File: src/design/mccu_pkg.sv
// Purpose: Shared constants for the measurement condition command unit.
// Assumes: Operand words are 16 bits, sent one per clock from the host.
// Notes:   Both ends and the carrier interface use these names.
package mccu_pkg;

    localparam int unsigned WORD_W      = 16;
    localparam int unsigned FRAME_WORDS = 25;
    localparam int unsigned IDX_W       = 5;
    localparam int unsigned MSW_WORDS   = 4;
    localparam int unsigned LIM_W       = 29;

    typedef logic [1:0] mccu_op_t;
    localparam mccu_op_t OP_INIT    = 2'h0;
    localparam mccu_op_t OP_SET     = 2'h1;
    localparam mccu_op_t OP_RELEASE = 2'h2;

    localparam logic [WORD_W-1:0] SET_COUNT = 16'h0025;

    localparam logic [IDX_W-1:0] OFS_SEG   = 5'h01;
    localparam logic [IDX_W-1:0] OFS_INTV  = 5'h02;
    localparam logic [IDX_W-1:0] OFS_LOWER = 5'h03;
    localparam logic [IDX_W-1:0] OFS_UPPER = 5'h06;
    localparam logic [IDX_W-1:0] OFS_REF   = 5'h09;
    localparam logic [IDX_W-1:0] OFS_SCALE = 5'h0c;
    localparam logic [IDX_W-1:0] OFS_OCOND = 5'h10;
    localparam logic [IDX_W-1:0] OFS_OTIM  = 5'h11;
    localparam logic [IDX_W-1:0] OFS_LATCH = 5'h12;
    localparam logic [IDX_W-1:0] OFS_FLAG  = 5'h13;
    localparam int unsigned      NUM_FLAGS = 6;

    localparam logic [7:0] SIGN_POS = 8'h20;
    localparam logic [7:0] SIGN_NEG = 8'h2d;

    localparam logic [3:0] SEG_MIN   = 4'h1;
    localparam logic [3:0] SEG_MAX   = 4'h5;
    localparam logic [3:0] INTV_MIN  = 4'h1;
    localparam logic [3:0] INTV_MAX  = 4'h7;
    localparam logic [3:0] SCALE_MAX = 4'h3;
    localparam logic [3:0] OCOND_MAX = 4'h6;
    localparam logic [3:0] FLAG_MAX  = 4'h1;
    localparam logic [3:0] RELEASE_SEG  = 4'h1;
    localparam logic [3:0] RELEASE_INTV = 4'h1;

    typedef enum logic [2:0] {
        DEV_IDLE = 3'b001,
        DEV_RECV = 3'b010,
        DEV_EXEC = 3'b100
    } mccu_dev_state_e;

    typedef enum logic [2:0] {
        HOST_IDLE = 3'b001,
        HOST_SEND = 3'b010,
        HOST_WAIT = 3'b100
    } mccu_host_state_e;

endpackage

File: src/design/mccu_if.sv
`timescale 1ns/1ps
// Purpose: Operand word channel between host controller and command unit.
// Assumes: Both ends run on the same ref_clk.
// Notes:   A word moves on a clock edge where vld and rdy are both high.
interface mccu_if;
    mccu_pkg::mccu_op_t            op;    // Operation of this frame
    logic                          vld;   // Host word valid
    logic [mccu_pkg::WORD_W-1:0]   data;  // Operand word
    logic                          last;  // Final word of the frame
    logic                          rdy;   // Device can take a word
    logic                          done;  // Operation finished, pulse
    logic                          err;   // Operation rejected, pulse

    modport host (output op, output vld, output data, output last,
                  input rdy, input done, input err);
    modport dev  (input op, input vld, input data, input last,
                  output rdy, output done, output err);
endinterface

File: src/design/mccu_dev.sv
`timescale 1ns/1ps
// Purpose: Command unit end: collects operand words and applies them.
// Assumes: One clock; config switch input is asynchronous to it.
// Notes:   Settings are held and driven to the micrometer command side.
module mccu_dev (
    input  wire logic                     ref_clk,      // System clock
    input  wire logic                     arst_n,       // Async reset
    mccu_if.dev                           lnk,          // Host channel
    input  wire logic                     sw2_bit8_en,  // Switch bank bit 8
    output logic                          mic_reset,    // Reset pulse
    output logic                          stat_clear,   // Stats erase pulse
    output logic                          unit_mm,      // Millimetre units
    output logic                          stat_en,      // Statistics on
    output logic [mccu_pkg::MSW_WORDS*mccu_pkg::WORD_W-1:0]
                                          memsw,        // Memory switches
    output logic [3:0]                    segment_select, // Segment
    output logic [3:0]                    interval_sel, // Interval
    output logic                          limit_en,     // Limits active
    output logic [mccu_pkg::LIM_W-1:0]    lower_limit_value, // Lower
    output logic [mccu_pkg::LIM_W-1:0]    upper_limit_value, // Upper
    output logic                          ref_en,       // Reference active
    output logic [mccu_pkg::LIM_W-1:0]    ref_value,    // Reference
    output logic [3:0]                    scale_sel,    // Analog scale
    output logic                          ocond_en,     // Output pair active
    output logic [3:0]                    output_condition, // Condition
    output logic [11:0]                   output_timer_value, // Timer
    output logic [7:0]                    latch_timer_seconds // Latch
);

    // ------------------------------------------------------------
    // State
    // ------------------------------------------------------------
    typedef struct packed {
        mccu_pkg::mccu_dev_state_e                st;
        logic                                     rdy;
        logic                                     done;
        logic                                     err;
        logic [mccu_pkg::IDX_W-1:0]               idx;
        mccu_pkg::mccu_op_t                       op;
        logic [mccu_pkg::FRAME_WORDS-1:0][mccu_pkg::WORD_W-1:0] frame;
        logic                                     sw8_m;
        logic                                     sw8_s;
        logic                                     mic_reset;
        logic                                     stat_clear;
        logic                                     unit_mm;
        logic                                     stat_en;
        logic [mccu_pkg::MSW_WORDS-1:0][mccu_pkg::WORD_W-1:0] memsw;
        logic [3:0]                               seg;
        logic [3:0]                               intv;
        logic                                     lim_en;
        logic [mccu_pkg::LIM_W-1:0]               lower;
        logic [mccu_pkg::LIM_W-1:0]               upper;
        logic                                     ref_en;
        logic [mccu_pkg::LIM_W-1:0]               refv;
        logic [3:0]                               scale;
        logic                                     ocond_en;
        logic [3:0]                               ocond;
        logic [11:0]                              otim;
        logic [7:0]                               latch;
    } mccu_dev_s;

    mccu_dev_s s_q;
    mccu_dev_s s_d;

    // ------------------------------------------------------------
    // Field helpers
    // ------------------------------------------------------------
    function automatic logic bcd_ok(input logic [15:0] w,
                                    input int unsigned n);
        logic ok;
        ok = 1'b1;
        for (int i = 0; i < 4; i++) begin
            if (i < n && w[4*i +: 4] > 4'h9) begin
                ok = 1'b0;
            end
        end
        return ok;
    endfunction

    function automatic logic sign_ok(input logic [15:0] w);
        return (w[15:8] == mccu_pkg::SIGN_POS) ||
               (w[15:8] == mccu_pkg::SIGN_NEG);
    endfunction

    // Packs fraction, integer and sign into one held limit value.
    function automatic logic [mccu_pkg::LIM_W-1:0] pack_lim(
        input logic [15:0] fr, input logic [15:0] in, input logic [15:0] sg);
        return {sg[15:8] == mccu_pkg::SIGN_NEG, in[11:0], fr};
    endfunction

    // ------------------------------------------------------------
    // Frame checks
    // ------------------------------------------------------------
    logic [mccu_pkg::NUM_FLAGS-1:0] flag;
    logic                           flags_ok;
    logic                           set_ok;
    logic                           full_frame;

    always_comb begin
        logic [15:0] w;
        logic [mccu_pkg::IDX_W-1:0] b;
        w = '0;
        b = '0;
        flags_ok = 1'b1;
        for (int i = 0; i < mccu_pkg::NUM_FLAGS; i++) begin
            w = s_q.frame[mccu_pkg::OFS_FLAG + i[mccu_pkg::IDX_W-1:0]];
            flag[i] = w[0];
            if (!bcd_ok(w, 1) || w[3:0] > mccu_pkg::FLAG_MAX) begin
                flags_ok = 1'b0;
            end
        end
        full_frame = s_q.idx ==
                     mccu_pkg::IDX_W'(mccu_pkg::FRAME_WORDS);
        set_ok = flags_ok && full_frame &&
                 s_q.frame[0] == mccu_pkg::SET_COUNT;
        w = s_q.frame[mccu_pkg::OFS_SEG];
        if (!bcd_ok(w, 1) || w[3:0] < mccu_pkg::SEG_MIN ||
            w[3:0] > mccu_pkg::SEG_MAX) begin
            set_ok = 1'b0;
        end
        w = s_q.frame[mccu_pkg::OFS_INTV];
        if (!bcd_ok(w, 1) || w[3:0] < mccu_pkg::INTV_MIN ||
            w[3:0] > mccu_pkg::INTV_MAX) begin
            set_ok = 1'b0;
        end
        for (int k = 0; k < 3; k++) begin
            b = mccu_pkg::OFS_LOWER + 5'(3 * k);
            if (!bcd_ok(s_q.frame[b], 4) || !bcd_ok(s_q.frame[b + 5'h01], 3)
                || !sign_ok(s_q.frame[b + 5'h02])) begin
                set_ok = 1'b0;
            end
        end
        w = s_q.frame[mccu_pkg::OFS_SCALE];
        if (!bcd_ok(w, 1) || w[3:0] > mccu_pkg::SCALE_MAX) begin
            set_ok = 1'b0;
        end
        w = s_q.frame[mccu_pkg::OFS_OCOND];
        if (!bcd_ok(w, 1) || w[3:0] > mccu_pkg::OCOND_MAX) begin
            set_ok = 1'b0;
        end
        if (!bcd_ok(s_q.frame[mccu_pkg::OFS_OTIM], 3) ||
            !bcd_ok(s_q.frame[mccu_pkg::OFS_LATCH], 2)) begin
            set_ok = 1'b0;
        end
    end

    // ------------------------------------------------------------
    // Next state
    // ------------------------------------------------------------
    always_comb begin
        s_d = s_q;
        s_d.done = 1'b0;
        s_d.err = 1'b0;
        s_d.mic_reset = 1'b0;
        s_d.stat_clear = 1'b0;
        s_d.sw8_m = sw2_bit8_en;
        s_d.sw8_s = s_q.sw8_m;
        unique case (s_q.st)
            mccu_pkg::DEV_IDLE: begin
                s_d.rdy = 1'b1;
                s_d.idx = '0;
                if (lnk.vld && s_q.rdy) begin
                    s_d.op = lnk.op;
                    s_d.frame[0] = lnk.data;
                    s_d.idx = 5'h01;
                    s_d.st = lnk.last ? mccu_pkg::DEV_EXEC
                                      : mccu_pkg::DEV_RECV;
                    s_d.rdy = !lnk.last;
                end
            end
            mccu_pkg::DEV_RECV: begin
                if (lnk.vld) begin
                    // Surplus words are dropped but counted, so an
                    // overlong set frame is caught by the length check.
                    if (s_q.idx < mccu_pkg::IDX_W'(mccu_pkg::FRAME_WORDS)) begin
                        s_d.frame[s_q.idx] = lnk.data;
                    end
                    if (s_q.idx != '1) begin
                        s_d.idx = s_q.idx + 5'h01;
                    end
                    if (lnk.last) begin
                        s_d.st = mccu_pkg::DEV_EXEC;
                        s_d.rdy = 1'b0;
                    end
                end
            end
            mccu_pkg::DEV_EXEC: begin
                s_d.st = mccu_pkg::DEV_IDLE;
                s_d.rdy = 1'b1;
                s_d.done = 1'b1;
                if (s_q.op == mccu_pkg::OP_INIT) begin
                    if (s_q.idx < mccu_pkg::IDX_W'(mccu_pkg::MSW_WORDS + 1)) begin
                        s_d.done = 1'b0;
                        s_d.err = 1'b1;
                    end else begin
                        s_d.mic_reset = 1'b1;
                        s_d.stat_clear = 1'b1;
                        s_d.unit_mm = 1'b1;
                        s_d.stat_en = 1'b0;
                        for (int i = 0; i < mccu_pkg::MSW_WORDS; i++) begin
                            s_d.memsw[i] = s_q.frame[i + 1];
                        end
                    end
                end else if (s_q.op == mccu_pkg::OP_SET) begin
                    if (!set_ok) begin
                        s_d.done = 1'b0;
                        s_d.err = 1'b1;
                    end else begin
                        if (flag[0]) begin
                            s_d.seg = s_q.frame[mccu_pkg::OFS_SEG][3:0];
                        end
                        if (flag[1]) begin
                            s_d.intv = s_q.frame[mccu_pkg::OFS_INTV][3:0];
                        end
                        if (flag[2]) begin
                            s_d.lim_en = 1'b1;
                            s_d.lower = pack_lim(
                                s_q.frame[mccu_pkg::OFS_LOWER],
                                s_q.frame[mccu_pkg::OFS_LOWER + 5'h01],
                                s_q.frame[mccu_pkg::OFS_LOWER + 5'h02]);
                            s_d.upper = pack_lim(
                                s_q.frame[mccu_pkg::OFS_UPPER],
                                s_q.frame[mccu_pkg::OFS_UPPER + 5'h01],
                                s_q.frame[mccu_pkg::OFS_UPPER + 5'h02]);
                        end
                        if (flag[3]) begin
                            s_d.ref_en = 1'b1;
                            s_d.refv = pack_lim(
                                s_q.frame[mccu_pkg::OFS_REF],
                                s_q.frame[mccu_pkg::OFS_REF + 5'h01],
                                s_q.frame[mccu_pkg::OFS_REF + 5'h02]);
                            s_d.scale = s_q.frame[mccu_pkg::OFS_SCALE][3:0];
                        end
                        if (flag[4]) begin
                            s_d.ocond_en = 1'b1;
                            s_d.ocond = s_q.frame[mccu_pkg::OFS_OCOND][3:0];
                            s_d.otim = s_q.frame[mccu_pkg::OFS_OTIM][11:0];
                        end
                        if (flag[5]) begin
                            s_d.latch = s_q.frame[mccu_pkg::OFS_LATCH][7:0];
                        end
                    end
                end else begin
                    if (!flags_ok || !s_q.sw8_s) begin
                        s_d.done = 1'b0;
                        s_d.err = 1'b1;
                    end else begin
                        s_d.seg = mccu_pkg::RELEASE_SEG;
                        s_d.intv = mccu_pkg::RELEASE_INTV;
                        if (flag[2]) begin
                            s_d.lim_en = 1'b0;
                            s_d.lower = '0;
                            s_d.upper = '0;
                        end
                        if (flag[3]) begin
                            s_d.ref_en = 1'b0;
                            s_d.refv = '0;
                        end
                        if (flag[4]) begin
                            s_d.ocond_en = 1'b0;
                            s_d.ocond = '0;
                        end
                        if (flag[5]) begin
                            s_d.latch = '0;
                        end
                    end
                end
            end
            default: begin
                s_d.st = mccu_pkg::DEV_IDLE;
                s_d.rdy = 1'b0;
            end
        endcase
    end

    always_ff @(posedge ref_clk or negedge arst_n) begin
        if (!arst_n) begin
            s_q <= '0;
            s_q.st <= mccu_pkg::DEV_IDLE;
            s_q.seg <= mccu_pkg::RELEASE_SEG;
            s_q.intv <= mccu_pkg::RELEASE_INTV;
        end else begin
            s_q <= s_d;
        end
    end

    // ------------------------------------------------------------
    // Outputs
    // ------------------------------------------------------------
    assign lnk.rdy = s_q.rdy;
    assign lnk.done = s_q.done;
    assign lnk.err = s_q.err;
    assign mic_reset = s_q.mic_reset;
    assign stat_clear = s_q.stat_clear;
    assign unit_mm = s_q.unit_mm;
    assign stat_en = s_q.stat_en;
    assign memsw = s_q.memsw;
    assign segment_select = s_q.seg;
    assign interval_sel = s_q.intv;
    assign limit_en = s_q.lim_en;
    assign lower_limit_value = s_q.lower;
    assign upper_limit_value = s_q.upper;
    assign ref_en = s_q.ref_en;
    assign ref_value = s_q.refv;
    assign scale_sel = s_q.scale;
    assign ocond_en = s_q.ocond_en;
    assign output_condition = s_q.ocond;
    assign output_timer_value = s_q.otim;
    assign latch_timer_seconds = s_q.latch;

endmodule

File: src/flat_wrapper.sv
// flat-port wrapper written by rule: the top's interface ports become plain ports
module mccu_dev_flat 
  (ref_clk, arst_n, sw2_bit8_en, mic_reset, stat_clear, unit_mm, stat_en, memsw, segment_select, interval_sel, limit_en, lower_limit_value, upper_limit_value, ref_en, ref_value, scale_sel, ocond_en, output_condition, output_timer_value, latch_timer_seconds, lnk_op, lnk_vld, lnk_data, lnk_last, lnk_rdy, lnk_done, lnk_err);
  mccu_if lnk_i ();
  input  wire logic ref_clk;
  input  wire logic arst_n;
  input  wire logic sw2_bit8_en;
  output logic mic_reset;
  output logic stat_clear;
  output logic unit_mm;
  output logic stat_en;
  output logic [mccu_pkg::MSW_WORDS*mccu_pkg::WORD_W-1:0] memsw;
  output logic [3:0] segment_select;
  output logic [3:0] interval_sel;
  output logic limit_en;
  output logic [mccu_pkg::LIM_W-1:0] lower_limit_value;
  output logic [mccu_pkg::LIM_W-1:0] upper_limit_value;
  output logic ref_en;
  output logic [mccu_pkg::LIM_W-1:0] ref_value;
  output logic [3:0] scale_sel;
  output logic ocond_en;
  output logic [3:0] output_condition;
  output logic [11:0] output_timer_value;
  output logic [7:0] latch_timer_seconds;
  input wire logic [$bits(lnk_i.op)-1:0] lnk_op;
  input wire logic [$bits(lnk_i.vld)-1:0] lnk_vld;
  input wire logic [$bits(lnk_i.data)-1:0] lnk_data;
  input wire logic [$bits(lnk_i.last)-1:0] lnk_last;
  output wire logic [$bits(lnk_i.rdy)-1:0] lnk_rdy;
  output wire logic [$bits(lnk_i.done)-1:0] lnk_done;
  output wire logic [$bits(lnk_i.err)-1:0] lnk_err;
  assign lnk_i.op = lnk_op;
  assign lnk_i.vld = lnk_vld;
  assign lnk_i.data = lnk_data;
  assign lnk_i.last = lnk_last;
  assign lnk_rdy = lnk_i.rdy;
  assign lnk_done = lnk_i.done;
  assign lnk_err = lnk_i.err;
  mccu_dev u_core (.ref_clk(ref_clk), .arst_n(arst_n), .lnk(lnk_i), .sw2_bit8_en(sw2_bit8_en), .mic_reset(mic_reset), .stat_clear(stat_clear), .unit_mm(unit_mm), .stat_en(stat_en), .memsw(memsw), .segment_select(segment_select), .interval_sel(interval_sel), .limit_en(limit_en), .lower_limit_value(lower_limit_value), .upper_limit_value(upper_limit_value), .ref_en(ref_en), .ref_value(ref_value), .scale_sel(scale_sel), .ocond_en(ocond_en), .output_condition(output_condition), .output_timer_value(output_timer_value), .latch_timer_seconds(latch_timer_seconds));
endmodule
File: config.mk
export PLATFORM = sky130hd
export DESIGN_NAME = mccu_dev_flat
export DESIGN_NICKNAME = d
export VERILOG_FILES = /design/src/design/mccu_pkg.sv /design/src/design/mccu_if.sv /design/src/design/mccu_dev.sv /design/src/flat_wrapper.sv
export SDC_FILE = /design/constraint.sdc
export NUM_CORES = 1
export LEC_CHECK = 0
export BUFFER_PORTS_ARGS = -buffer_cell sky130_fd_sc_hd__clkbuf_2
export CAP_MARGIN = 10
export CORE_MARGIN = 5
export CORE_UTILIZATION = 53
export CTS_CLUSTER_SIZE = 14
export DETAILED_ROUTE_END_ITERATION = 10
export PLACE_DENSITY = 0.87
export SLEW_MARGIN = 20
export SYNTH_ARGS = -nofsm -noshare
export SYNTH_HDL_FRONTEND = slang
export SYNTH_SLANG_ARGS = --single-unit
File: constraint.sdc
create_clock -name ref_clk -period 2.6 [get_ports ref_clk]
set_input_delay 0.52 -clock ref_clk [delete_from_list [all_inputs] [get_ports ref_clk]]
set_output_delay 0.52 -clock ref_clk [all_outputs]
set_load 0.01 [all_outputs]
==> results of run 1 <==
critical path, delay by kind of cell, from the launching register on:
kind                   cells  cell delay (ns)
buffers and inverters      1             0.14
DFF                        1             0.37
muxes                      1             0.34
and+or+nand+nor            5             1.73
layout by cell type, fill, tap and decap left out, drive strengths merged, types with 13 or more instances in the layout:
cell type,synthesis,layout
dfrtp,416,416
a21o,91,91
inv,17,20
o21a,13,13
buf,221,79
nand2,189,189
mux2,292,292
nor2,17,17
clkbuf,68,275
o21ai,179,179
registers in the layout, summed over array words and instances (netlist names), 4 cells and up:
name                        count
u_core.s_q                    217
u_core.memsw                   64
u_core.lower_limit_value       29
u_core.ref_value               29
u_core.upper_limit_value       29
u_core.output_timer_value      12
u_core.latch_timer_seconds      8
u_core.flag                     6
u_core.interval_sel             4
u_core.output_condition         4
u_core.scale_sel                4
u_core.segment_select           4
kinds of logic after synthesis:
family          count (synthesis)  share of synthesized area (%)
compound gates                311                           9.83
fa+ha+maj                       5                          0.328
buf+inv                       306                           10.2
flops                         419                           55.0
mux                           292                           17.4
other cells                     1                         0.0197
simple gates                  300                           7.31
metal layers:
layer / vias up / GRT usage [%] / part of all wire (%)
met5: - / 0 / 0
met4: 0 / 8.00 / 3.2
met3: 103 / 5.56 / 8.1
met2: 580 / 40.9 / 49
met1: 6545 / 33.0 / 40
li1: 5577 / - / -
final cells by class:
type	count	area (sq um)
Inverter	17	63.8
Clock buffer	56	1200
Multi-Input combinational cell	910	6730
Timing Repair Buffer	299	2020
Fill cell	2711	14100
Clock inverter	23	390
Tap cell	461	577
Sequential cell	419	10500
metrics by stage:
step	hold slack, ns	cells	utilization [%]
final	0.0909	2185	60.4
after global routing	0.0764	2185	60.4
after CTS	0.0649	2183	60.1
after detailed placement	0.335	2102	55.4
after global placement	0.338	2102	55.4
after floorplan	0.224	1634	-
worst min-delay path by stage:
stage,from,to,slack (ns),depth (start not counted)
after floorplan,arst_n,u_core.flag[0],0.22,0
after detailed placement,u_core.s_d[194],u_core.s_q[194],0.33,0
after global placement,u_core.s_d[194],u_core.s_q[194],0.34,0
after CTS,sw2_bit8_en,u_core.s_d[194],0.06,1
after global routing,sw2_bit8_en,u_core.s_d[194],0.08,1
final,sw2_bit8_en,u_core.s_d[194],0.09,1
power by group through the flow:
stage               sequential [mW]  clock (mW)  combinational, mW
floorplan                      7.05           0              0.776
global placement               7.09           0               1.29
detailed placement             7.12           0               1.35
CTS                            7.00        6.97               1.36
global route                   7.04        7.25               1.47
finish                         7.01        6.87               1.35
repair_timing:
item | 4_1_cts | 5_1_grt
gates cloned | 1 | 2
resized for setup | 43 | 50
hold buffers | 1 | 0
hold endpoints to repair | 7 | 0
pin swaps | 2 | 2
setup endpoints to repair | 126 | 119
==> summary.md, run 1 <==
| Metric | Value |
|---|---|
| Switching Share | `23.8%` |
| Total track usage | `approximately a quarter` |
| Crit. End Element | `flop` |
| Yosys cell types | `52` |
| I/O pins | `220` |
| R2R Path Start | `u_core.s_q[288]` |
| CP max stage delay | `0.54 ns` |
| Grt total ovfl | `0` |
| Max-cap viol count | `0` |
| Via count | `between 10000 and 15000` |
| Yosys top cell area share | `approximately 55%` |
| Initial core utilization | `a little over half` |
| Post-Syn Area | `between 15000 and 20000 sq um` |
| Routed len/inst | `between 20 and 25 microns` |
| Fraction of layout cells with a size suffix above 1 | `about two fifths` |
| Total clock sinks | `~420` |
| Final hold vios | `0` |
| Initial DRT Pass Iterations | `7` |
| Worst Max-Slew Pin Slew | `0.867 ns` |
| RSZ-0062 raised after global routing | `yes` |
| CTS clock-pin slew for the worst setup and hold paths | `approximately 0.060 ns` |
| Chip width | `between 150 and 200 microns` |
| Top cells by count, synth | `dfrtp_1, mux2_2, buf_4` |
| Final worst-path cycle share | `103%` |
| CP Capture Point | `u_core.output_timer_value[9]` |
| Critical Path RT | `a little over 3 ns` |
| Slowest cell on crit path | `or4b_4` |
| DP Area | `19700 sq um` |
| LEAKAGE | `between 10 and 15 nW` |
| Seq/Total Area, Yosys | `55.0%` |
| Initial antenna violation count | `1` |
| Worst Reg-to-Reg Cells | `7` |
| Synthesized area per cell | `~12 sq um` |
| #FFs+latches synth | `419` |
| Root Buffer | `clkbuf_16` |
| Core footprint | `around 36000 sq um` |
| Critical path, cell by cell | `or4b_4, or4_4, nor4_4, and4_4, buf_6, nand3_2, mux2_2` |
| EDFF count, synth | `0` |
| DR iter-0 viols | `~900` |
| Ys async rst share | `100%` |
| Clk pwr share | `a little under half` |
| Vias in the first global route | `between 10000 and 15000` |
| Critical Setup Path Class | `reg2reg` |
| Main area contributors after synthesis | `dfrtp_1, mux2_2, buf_4` |
| Status | `complete, but fails checks` |
| Max IR drop VDD | `~0.53 mV` |
| DRC Markers | `0` |
| Switching pwr | `3.62 mW` |
| Syn Inst Count | `roughly 1600` |
| Main synth FF type | `dfrtp_1` |
| Crit-path max FO | `6` |
| HPWL after DPL | `between 30 and 40 mm` |
| Area growth syn-to-layout | `12.6%` |
| Die area | `approximately 40000 sq um` |
| ANT cells | `0` |
| Die height | `200 microns` |
| Most frequent cell after synthesis | `dfrtp_1` |
| Pin count of the biggest net entering global routing | `slightly below 80` |
| Clock Latency Late Sink | `0.55 ns` |
| Pint | `between 10 and 15 mW` |
| Syn. warnings | `0` |
| Routability cong. | `0.868` |
| IO buf count | `218` |
| Final setup vio count | `between 70 and 80` |
| WL final | `around 50 mm` |
| Critical Path AT | `3.12 ns` |
| Power consumption | `15.2 mW` |
| Failing checks | `negative setup slack` |
| Fmax | `around 0.37 GHz` |
| Fin area | `around 21000 sq um` |
| Worst min path class | `in2reg` |
| R2r endpoint | `u_core.output_timer_value[9]` |
| CTS tree | `yes` |
| Vias/cell | `about 5.9` |
| Worst setup path start | `u_core.s_q[288]` |
| First-pass GRT wire length | `about 77 mm` |
| Clk buf depth | `3` |
| Leading area contributor after synthesis | `dfrtp_1` |
| Fin crit period | `about 2.7 ns` |
| Num CTS Buffers | `43` |
| Slew HR | `42.1%` |
| Total number of H-tree levels | `2` |
| Power Density | `710 nW/um^2` |
| Clock Skews | `0.0200 ns` |
| Postcts setup bufs | `0` |
| Reg power frac | `between 40 and 50%` |
| Startpoint class of the critical path | `flop` |
| R2r setup slk | `-0.09 ns` |
| Routed Antenna Nets | `0` |
| Final Max Slew Viols | `0` |
| Setup_tns | `-2.69 ns` |
| Worst slack, placed | `-0.243 ns` |
| Combinational power share | `~8.9%` |
| Syn nets | `~1700` |
| Final #Nets | `1718` |
| Worst setup margin | `-0.0893 ns` |
| # rows | `69` |
Note: power is estimated with default switching activity, not from simulation.
==> run 2, diff against run 1 <==
Settings changed: PLACE_DENSITY 0.87 to 0.86.
==> run 2 against run 1 <==
The flow still finishes with violations (negative setup slack). Clock-buffer cell count rose by 7. Utilization rose by 0.13 points. Global-route usage about the same. Die area unchanged. Non-clock buffer count up 7. Clock skew about the same. Flip-flop and latch count stayed put.
==> summary.md, run 2 (synthesized netlist as in run 1, its figures left out) <==
| Metric | Value |
|---|---|
| Status | `complete, but fails checks (unchanged)` |
| Failing checks | `negative setup slack (unchanged)` |
| Final worst-path cycle share | `105% (was 103%)` |
| WL final | `49.9 mm (was 50.0 mm)` |
| Fin area | `21500 sq um (about the same)` |
| Core Util, Final | `60.5% (was 60.4%)` |
| Final setup vio count | `118 (was 77)` |
| Critical Path RT | `3.07 ns (was 3.03 ns)` |
| Root Buffer | `clkbuf_16 (unchanged)` |
| Total clock sinks | `419 (unchanged)` |
| Top reg by flops | `u_core.s_q (unchanged)` |
| Die height | `200 microns (unchanged)` |
| Clock Skews | `0.0197 ns (was 0.0200 ns)` |
| Most common cell after layout, fill and taps aside | `dfrtp_1 (unchanged)` |
| # rows | `69 (unchanged)` |
| Chip width | `200 microns (unchanged)` |
| Area growth syn-to-layout | `12.8% (was 12.6%)` |
| Die area | `39900 sq um (unchanged)` |
| Max-cap viol count | `0 (unchanged)` |
| Crit-path max FO | `18 (was 6)` |
| Fin crit period | `2.72 ns (was 2.69 ns)` |
| Final #Nets | `1725 (was 1718)` |
| Crit. End Element | `flop (unchanged)` |
| I/O pins | `220 (unchanged)` |
| Startpoint class of the critical path | `flop (unchanged)` |
| HPWL after DPL | `32.7 mm (was 32.9 mm)` |
| Most frequent cells in the layout | `dfrtp_1, mux2_2, clkbuf_2, nand2_1, o21ai_0 (unchanged)` |
| Initial antenna violation count | `3 (was 1)` |
| Power consumption | `15.1 mW (was 15.2 mW)` |
| Clk buf depth | `3 (unchanged)` |
| Worst setup margin | `-0.123 ns (was -0.0893 ns)` |
| Vias/cell | `5.81 (was 5.86)` |
| LEAKAGE | `11.5 nW (about the same)` |
| Pin count of the biggest net entering global routing | `65 (was 77)` |
| First-pass GRT wire length | `76.7 mm (was 76.9 mm)` |
| CTS tree | `yes (unchanged)` |
| CTS clock-pin slew for the worst setup and hold paths | `0.06 ns (about the same)` |
| Vias in the first global route | `13200 (was 13000)` |
| Power Density | `702 nW/um^2 (was 710 nW/um^2)` |
| Fmax | `0.367 GHz (was 0.372 GHz)` |
| Worst min path class | `in2reg (unchanged)` |
| Core footprint | `35600 sq um (unchanged)` |
| Fraction of layout cells with a size suffix above 1 | `40.1% (was 40.0%)` |
| Grt total ovfl | `0 (unchanged)` |
| Clock Latency Late Sink | `0.54 ns (was 0.55 ns)` |
| Routed len/inst | `22.8 microns (was 22.9 microns)` |
| Routed Antenna Nets | `0 (unchanged)` |
| Slew HR | `45.7% (was 42.1%)` |
| DP Area | `19700 sq um (about the same)` |
| Critical Path AT | `3.19 ns (was 3.12 ns)` |
| Setup_tns | `-8.49 ns (was -2.69 ns)` |
| Num CTS Buffers | `43 (unchanged)` |
| DRC Markers | `0 (unchanged)` |
| Routability cong. | `0.839 (was 0.868)` |
| Via count | `12700 (was 12800)` |
| Initial DRT Pass Iterations | `6 (was 7)` |
| Total number of H-tree levels | `2 (unchanged)` |
| Worst Max-Slew Pin Slew | `0.814 ns (was 0.867 ns)` |
| R2r setup slk | `-0.12 ns (was -0.09 ns)` |
| RSZ-0062 raised after global routing | `yes (unchanged)` |
| IO buf count | `218 (unchanged)` |
| Max reg flops | `217 (unchanged)` |
| DR iter-0 viols | `899 (was 898)` |
| Critical Setup Path Class | `reg2reg (unchanged)` |
| Max IR drop VDD | `0.496 mV (was 0.530 mV)` |
| Final hold vios | `0 (unchanged)` |
| Total track usage | `24.9% (was 24.8%)` |
| Initial core utilization | `53.6% (unchanged)` |
| Final Max Slew Viols | `0 (unchanged)` |
run 2: final timing paths:
kind | startpoint | end | cells after the start
setup / recovery | u_core.s_q[336] | u_core.upper_limit_value[1] | 8
hold / removal | sw2_bit8_en | u_core.s_d[194] | 1
setup reg to reg | u_core.s_q[336] | u_core.upper_limit_value[1] | 8
hold reg to reg | u_core.s_d[194] | u_core.s_q[194] | 0
max in group asynchronous | arst_n | u_core.ref_value[25] | 3
min in group asynchronous | arst_n | u_core.s_q[218] | 2
run 2: repair_timing:
item,in CTS,in global routing
pin swaps,11,7
gates resized for setup,36,10
hold buffers,1,0
setup endpoints to repair,117,122
gates cloned,2,1
buffers inserted,1,6
hold endpoints to repair,39,0
run 2: report_power, final:
part | switching [mW] | leakage [nW] | total [mW] | internal [mW]
Clock | 2.52 | 0.774 | 6.71 | 4.19
Sequential | 0.208 | 5.79 | 7.02 | 6.81
Combinational | 0.835 | 4.97 | 1.37 | 0.539
Total | 3.56 | 11.5 | 15.1 | 11.5
run 2: layer usage:
metal  vias to the layer above  global-route usage, %  share of wire, %
li1                       5585                      -                 -
met1                      6453                   32.7                40
met2                       563                   40.4                48
met5                         -                      0                 0
met3                       129                   5.67               8.2
met4                         0                   9.86               4.1
run 2: worst max-delay path, stage by stage (launching register included):
cell	delay (ns)
dfrtp_1	0.38
or4b_4	0.55
or4_1	0.47
nor4_1	0.19
and4_4	0.33
buf_6	0.12
and3_4	0.31
buf_12	0.19
a21o_1	0.13
run 2: final cells by class:
type                            count  area, sq um
Multi-Input combinational cell    910         6740
Antenna cell                        1         2.50
Clock buffer                       63         1310
Timing Repair Buffer              306         2080
Sequential cell                   419        10500
Tap cell                          461          577
Clock inverter                     15          253
Inverter                           17         63.8
Fill cell                        2653        14100
run 2: stage by stage:
stage	cells	setup WS, ns	hold slack [ns]
floorplan	1634	-0.0388	0.224
global placement	2102	-0.108	0.335
detailed placement	2102	-0.142	0.341
CTS	2184	-0.101	0.0782
global route	2191	-0.187	0.0849
finish	2192	-0.123	0.105
==> run 3, diff against run 2 <==
Clock period 2.6 ns to 2.33 ns, I/O delays scaled along.
==> run 3 against run 2 <==
The flow still finishes with violations (negative setup slack). Hold slack improved by 0.013 ns. Die area did not move. Non-clock buffer count rose by 18. Clock-buffer cell count fell by 3. Critical path depth fell by 1.
==> summary.md, run 3 (synthesized netlist as in run 1, its figures left out) <==
| Metric | Value |
|---|---|
| Critical Setup Path Class | `reg2reg (unchanged)` |
| Die height | `200 microns (unchanged)` |
| # rows | `69 (unchanged)` |
| Crit. End Element | `flop (unchanged)` |
| M1 GR Usage | `32.2% (was 32.7%)` |
| WP buf/inv | `1 (was 2)` |
| Total clock sinks | `419 (unchanged)` |
| Worst min path class | `in2reg (unchanged)` |
| R2r setup slk | `-0.31 ns (was -0.12 ns)` |
| Via count | `12800 (was 12700)` |
| Max reg flops | `217 (unchanged)` |
| Cell family with most CP delay | `simple AND/OR/NAND/NOR gates (unchanged)` |
| Root Buffer | `clkbuf_16 (unchanged)` |
| Final setup vio count | `128 (was 118)` |
| Total number of H-tree levels | `2 (unchanged)` |
| Slew HR | `37.8% (was 45.7%)` |
| Critical path, cell by cell | `or4b_4, or4_4, nor4_4, and4_4, buf_12, nand3_4, mux2_4 (was or4b_4, or4_1, nor4_1, and4_4, buf_6, and3_4, buf_12, a21o_1)` |
| Fin crit period | `2.64 ns (was 2.72 ns)` |
| Core Util, Final | `60.5% (about the same)` |
| Clock Latency Late Sink | `0.58 ns (was 0.54 ns)` |
| Final hold vios | `0 (unchanged)` |
| Area growth syn-to-layout | `12.9% (was 12.8%)` |
| Grt total ovfl | `0 (unchanged)` |
| Startpoint class of the critical path | `flop (unchanged)` |
| CTS tree | `yes (unchanged)` |
| Initial antenna violation count | `2 (was 3)` |
| Multi-input gate area | `6810 sq um (was 6740 sq um)` |
| Power consumption | `16.5 mW (was 15.1 mW)` |
| Initial core utilization | `53.6% (unchanged)` |
| Initial DRT Pass Iterations | `5 (was 6)` |
| Die area | `39900 sq um (unchanged)` |
| WHS | `0.118 ns (was 0.105 ns)` |
| Clk buf depth | `3 (unchanged)` |
| IO buf count | `218 (unchanged)` |
| DRC Markers | `0 (unchanged)` |
| Worst Max-Slew Pin Slew | `0.932 ns (was 0.814 ns)` |
| Most common cell after layout, fill and taps aside | `dfrtp_1 (unchanged)` |
| Vias in the first global route | `13100 (was 13200)` |
| First-pass GRT wire length | `76.5 mm (was 76.7 mm)` |
| Final Max Slew Viols | `0 (unchanged)` |
| Total track usage | `24.7% (was 24.9%)` |
| Routed len/inst | `22.6 microns (was 22.8 microns)` |
| Worst setup margin | `-0.311 ns (was -0.123 ns)` |
| Register area | `10500 sq um (unchanged)` |
| Status | `complete, but fails checks (unchanged)` |
| Fraction of layout cells with a size suffix above 1 | `41.2% (was 40.1%)` |
| Routability cong. | `0.884 (was 0.839)` |
| Slowest cell on crit path | `or4b_4 (unchanged)` |
| CP max stage delay | `0.53 ns (was 0.55 ns)` |
| Critical Path AT | `3.10 ns (was 3.19 ns)` |
| Crit-path max FO | `7 (was 18)` |
| WL final | `50.0 mm (was 49.9 mm)` |
| Clock Skews | `0.0307 ns (was 0.0197 ns)` |
| Max IR drop VDD | `0.674 mV (was 0.496 mV)` |
| Final #Nets | `1744 (was 1725)` |
| HPWL after DPL | `32.5 mm (was 32.7 mm)` |
| Max-cap viol count | `0 (unchanged)` |
| I/O pins | `220 (unchanged)` |
| Core footprint | `35600 sq um (unchanged)` |
| M2 GR Usage | `40.8% (was 40.4%)` |
| Critical Path RT | `2.79 ns (was 3.07 ns)` |
| CTS clock-pin slew for the worst setup and hold paths | `0.06 ns (about the same)` |
| Failing checks | `negative setup slack (unchanged)` |
| Fin area | `21500 sq um (about the same)` |
| DR iter-0 viols | `939 (was 899)` |
| Fin cells | `2209 (was 2192)` |
| Routed Antenna Nets | `0 (unchanged)` |
| Vias/cell | `5.79 (was 5.81)` |
| RSZ-0062 raised after global routing | `yes (unchanged)` |
| LEAKAGE | `11.6 nW (was 11.5 nW)` |
| Pin count of the biggest net entering global routing | `64 (was 65)` |
| Most frequent cells in the layout | `dfrtp_1, mux2_2, clkbuf_2, nand2_1, o21ai_0 (unchanged)` |
| Num CTS Buffers | `44 (was 43)` |
| GR Util met3 | `5.60% (was 5.67%)` |
| Final worst-path cycle share | `113% (was 105%)` |
| GRT busiest layer | `met2 (unchanged)` |
| Fillers | `2665 (was 2653)` |
| Cells after DPL | `2119 (was 2102)` |
| Fmax | `0.379 GHz (was 0.367 GHz)` |
| Top reg by flops | `u_core.s_q (unchanged)` |
| DP Area | `19800 sq um (was 19700 sq um)` |
| Power Density | `766 nW/um^2 (was 702 nW/um^2)` |
| Chip width | `200 microns (unchanged)` |
==> run 3: changes by cell type in the layout (fill, tap and decap cells not counted), moves of 3 or more <==
cell	previous run	this run
buf_4	57	83
buf_8	5	2
bufinv_16	7	4
clkbuf_8	12	9
clkinv_8	0	3
nor2b_1	10	7
nor2b_2	0	3
o21ai_0	168	154
o21ai_1	8	21
==> run 3: power breakdown <==
group          leakage, nW  internal, mW  switching [mW]
Clock                0.728          4.21            2.89
Combinational         5.06         0.628           0.959
Sequential            5.79          7.60           0.210
==> run 3: final timing paths <==
check,cells past startpoint,from,to
max in group asynchronous,3,arst_n,u_core.s_q[567]
min in group asynchronous,2,arst_n,u_core.memsw[20]
hold reg to reg,0,u_core.s_d[194],u_core.s_q[194]
setup / recovery,7,u_core.s_q[336],u_core.output_timer_value[4]
setup reg to reg,7,u_core.s_q[336],u_core.output_timer_value[4]
hold / removal,2,lnk_last,u_core.s_q[607]
==> run 3: layer usage <==
layer / up-vias / wire length (microns)
met5: - / 0
met4: 0 / 2050
met3: 134 / 4040
met2: 582 / 24500
met1: 6461 / 19400
li1: 5618 / -
==> run 3: metrics by stage <==
step,setup WS (ns),TNS [ns]
after CTS,-0.305,-30.02
after floorplan,-0.308,-21.84
after detailed placement,-0.397,-33.81
after global routing,-0.399,-40.79
final,-0.311,-31.40
after global placement,-0.376,-32.99
==> run 3: timing repair <==
item / in CTS / in global routing
setup buffers: 5 / 4
hold buffers: 2 / 0
endpoints found under the setup margin: 132 / 252
endpoints found under the hold margin: 48 / 0
cloned: 1 / 0
pin swaps: 7 / 10
gates resized for setup: 25 / 27
==> run 3: worst reg2reg max path, stage by stage (launching register included) <==
cell and delay (ns):
dfrtp_1 0.38, or4b_4 0.53, or4_4 0.50, nor4_4 0.13, and4_4 0.32, buf_12 0.14
nand3_4 0.16, mux2_4 0.34
==> run 3: final cells by class <==
class	count	share of cell area, %
Timing Repair Buffer	324	9.83
Inverter	17	0.296
Multi-Input combinational cell	910	31.6
Clock inverter	17	1.05
Antenna cell	1	0.0116
Sequential cell	419	48.7
Tap cell	461	2.68
Clock buffer	60	5.81
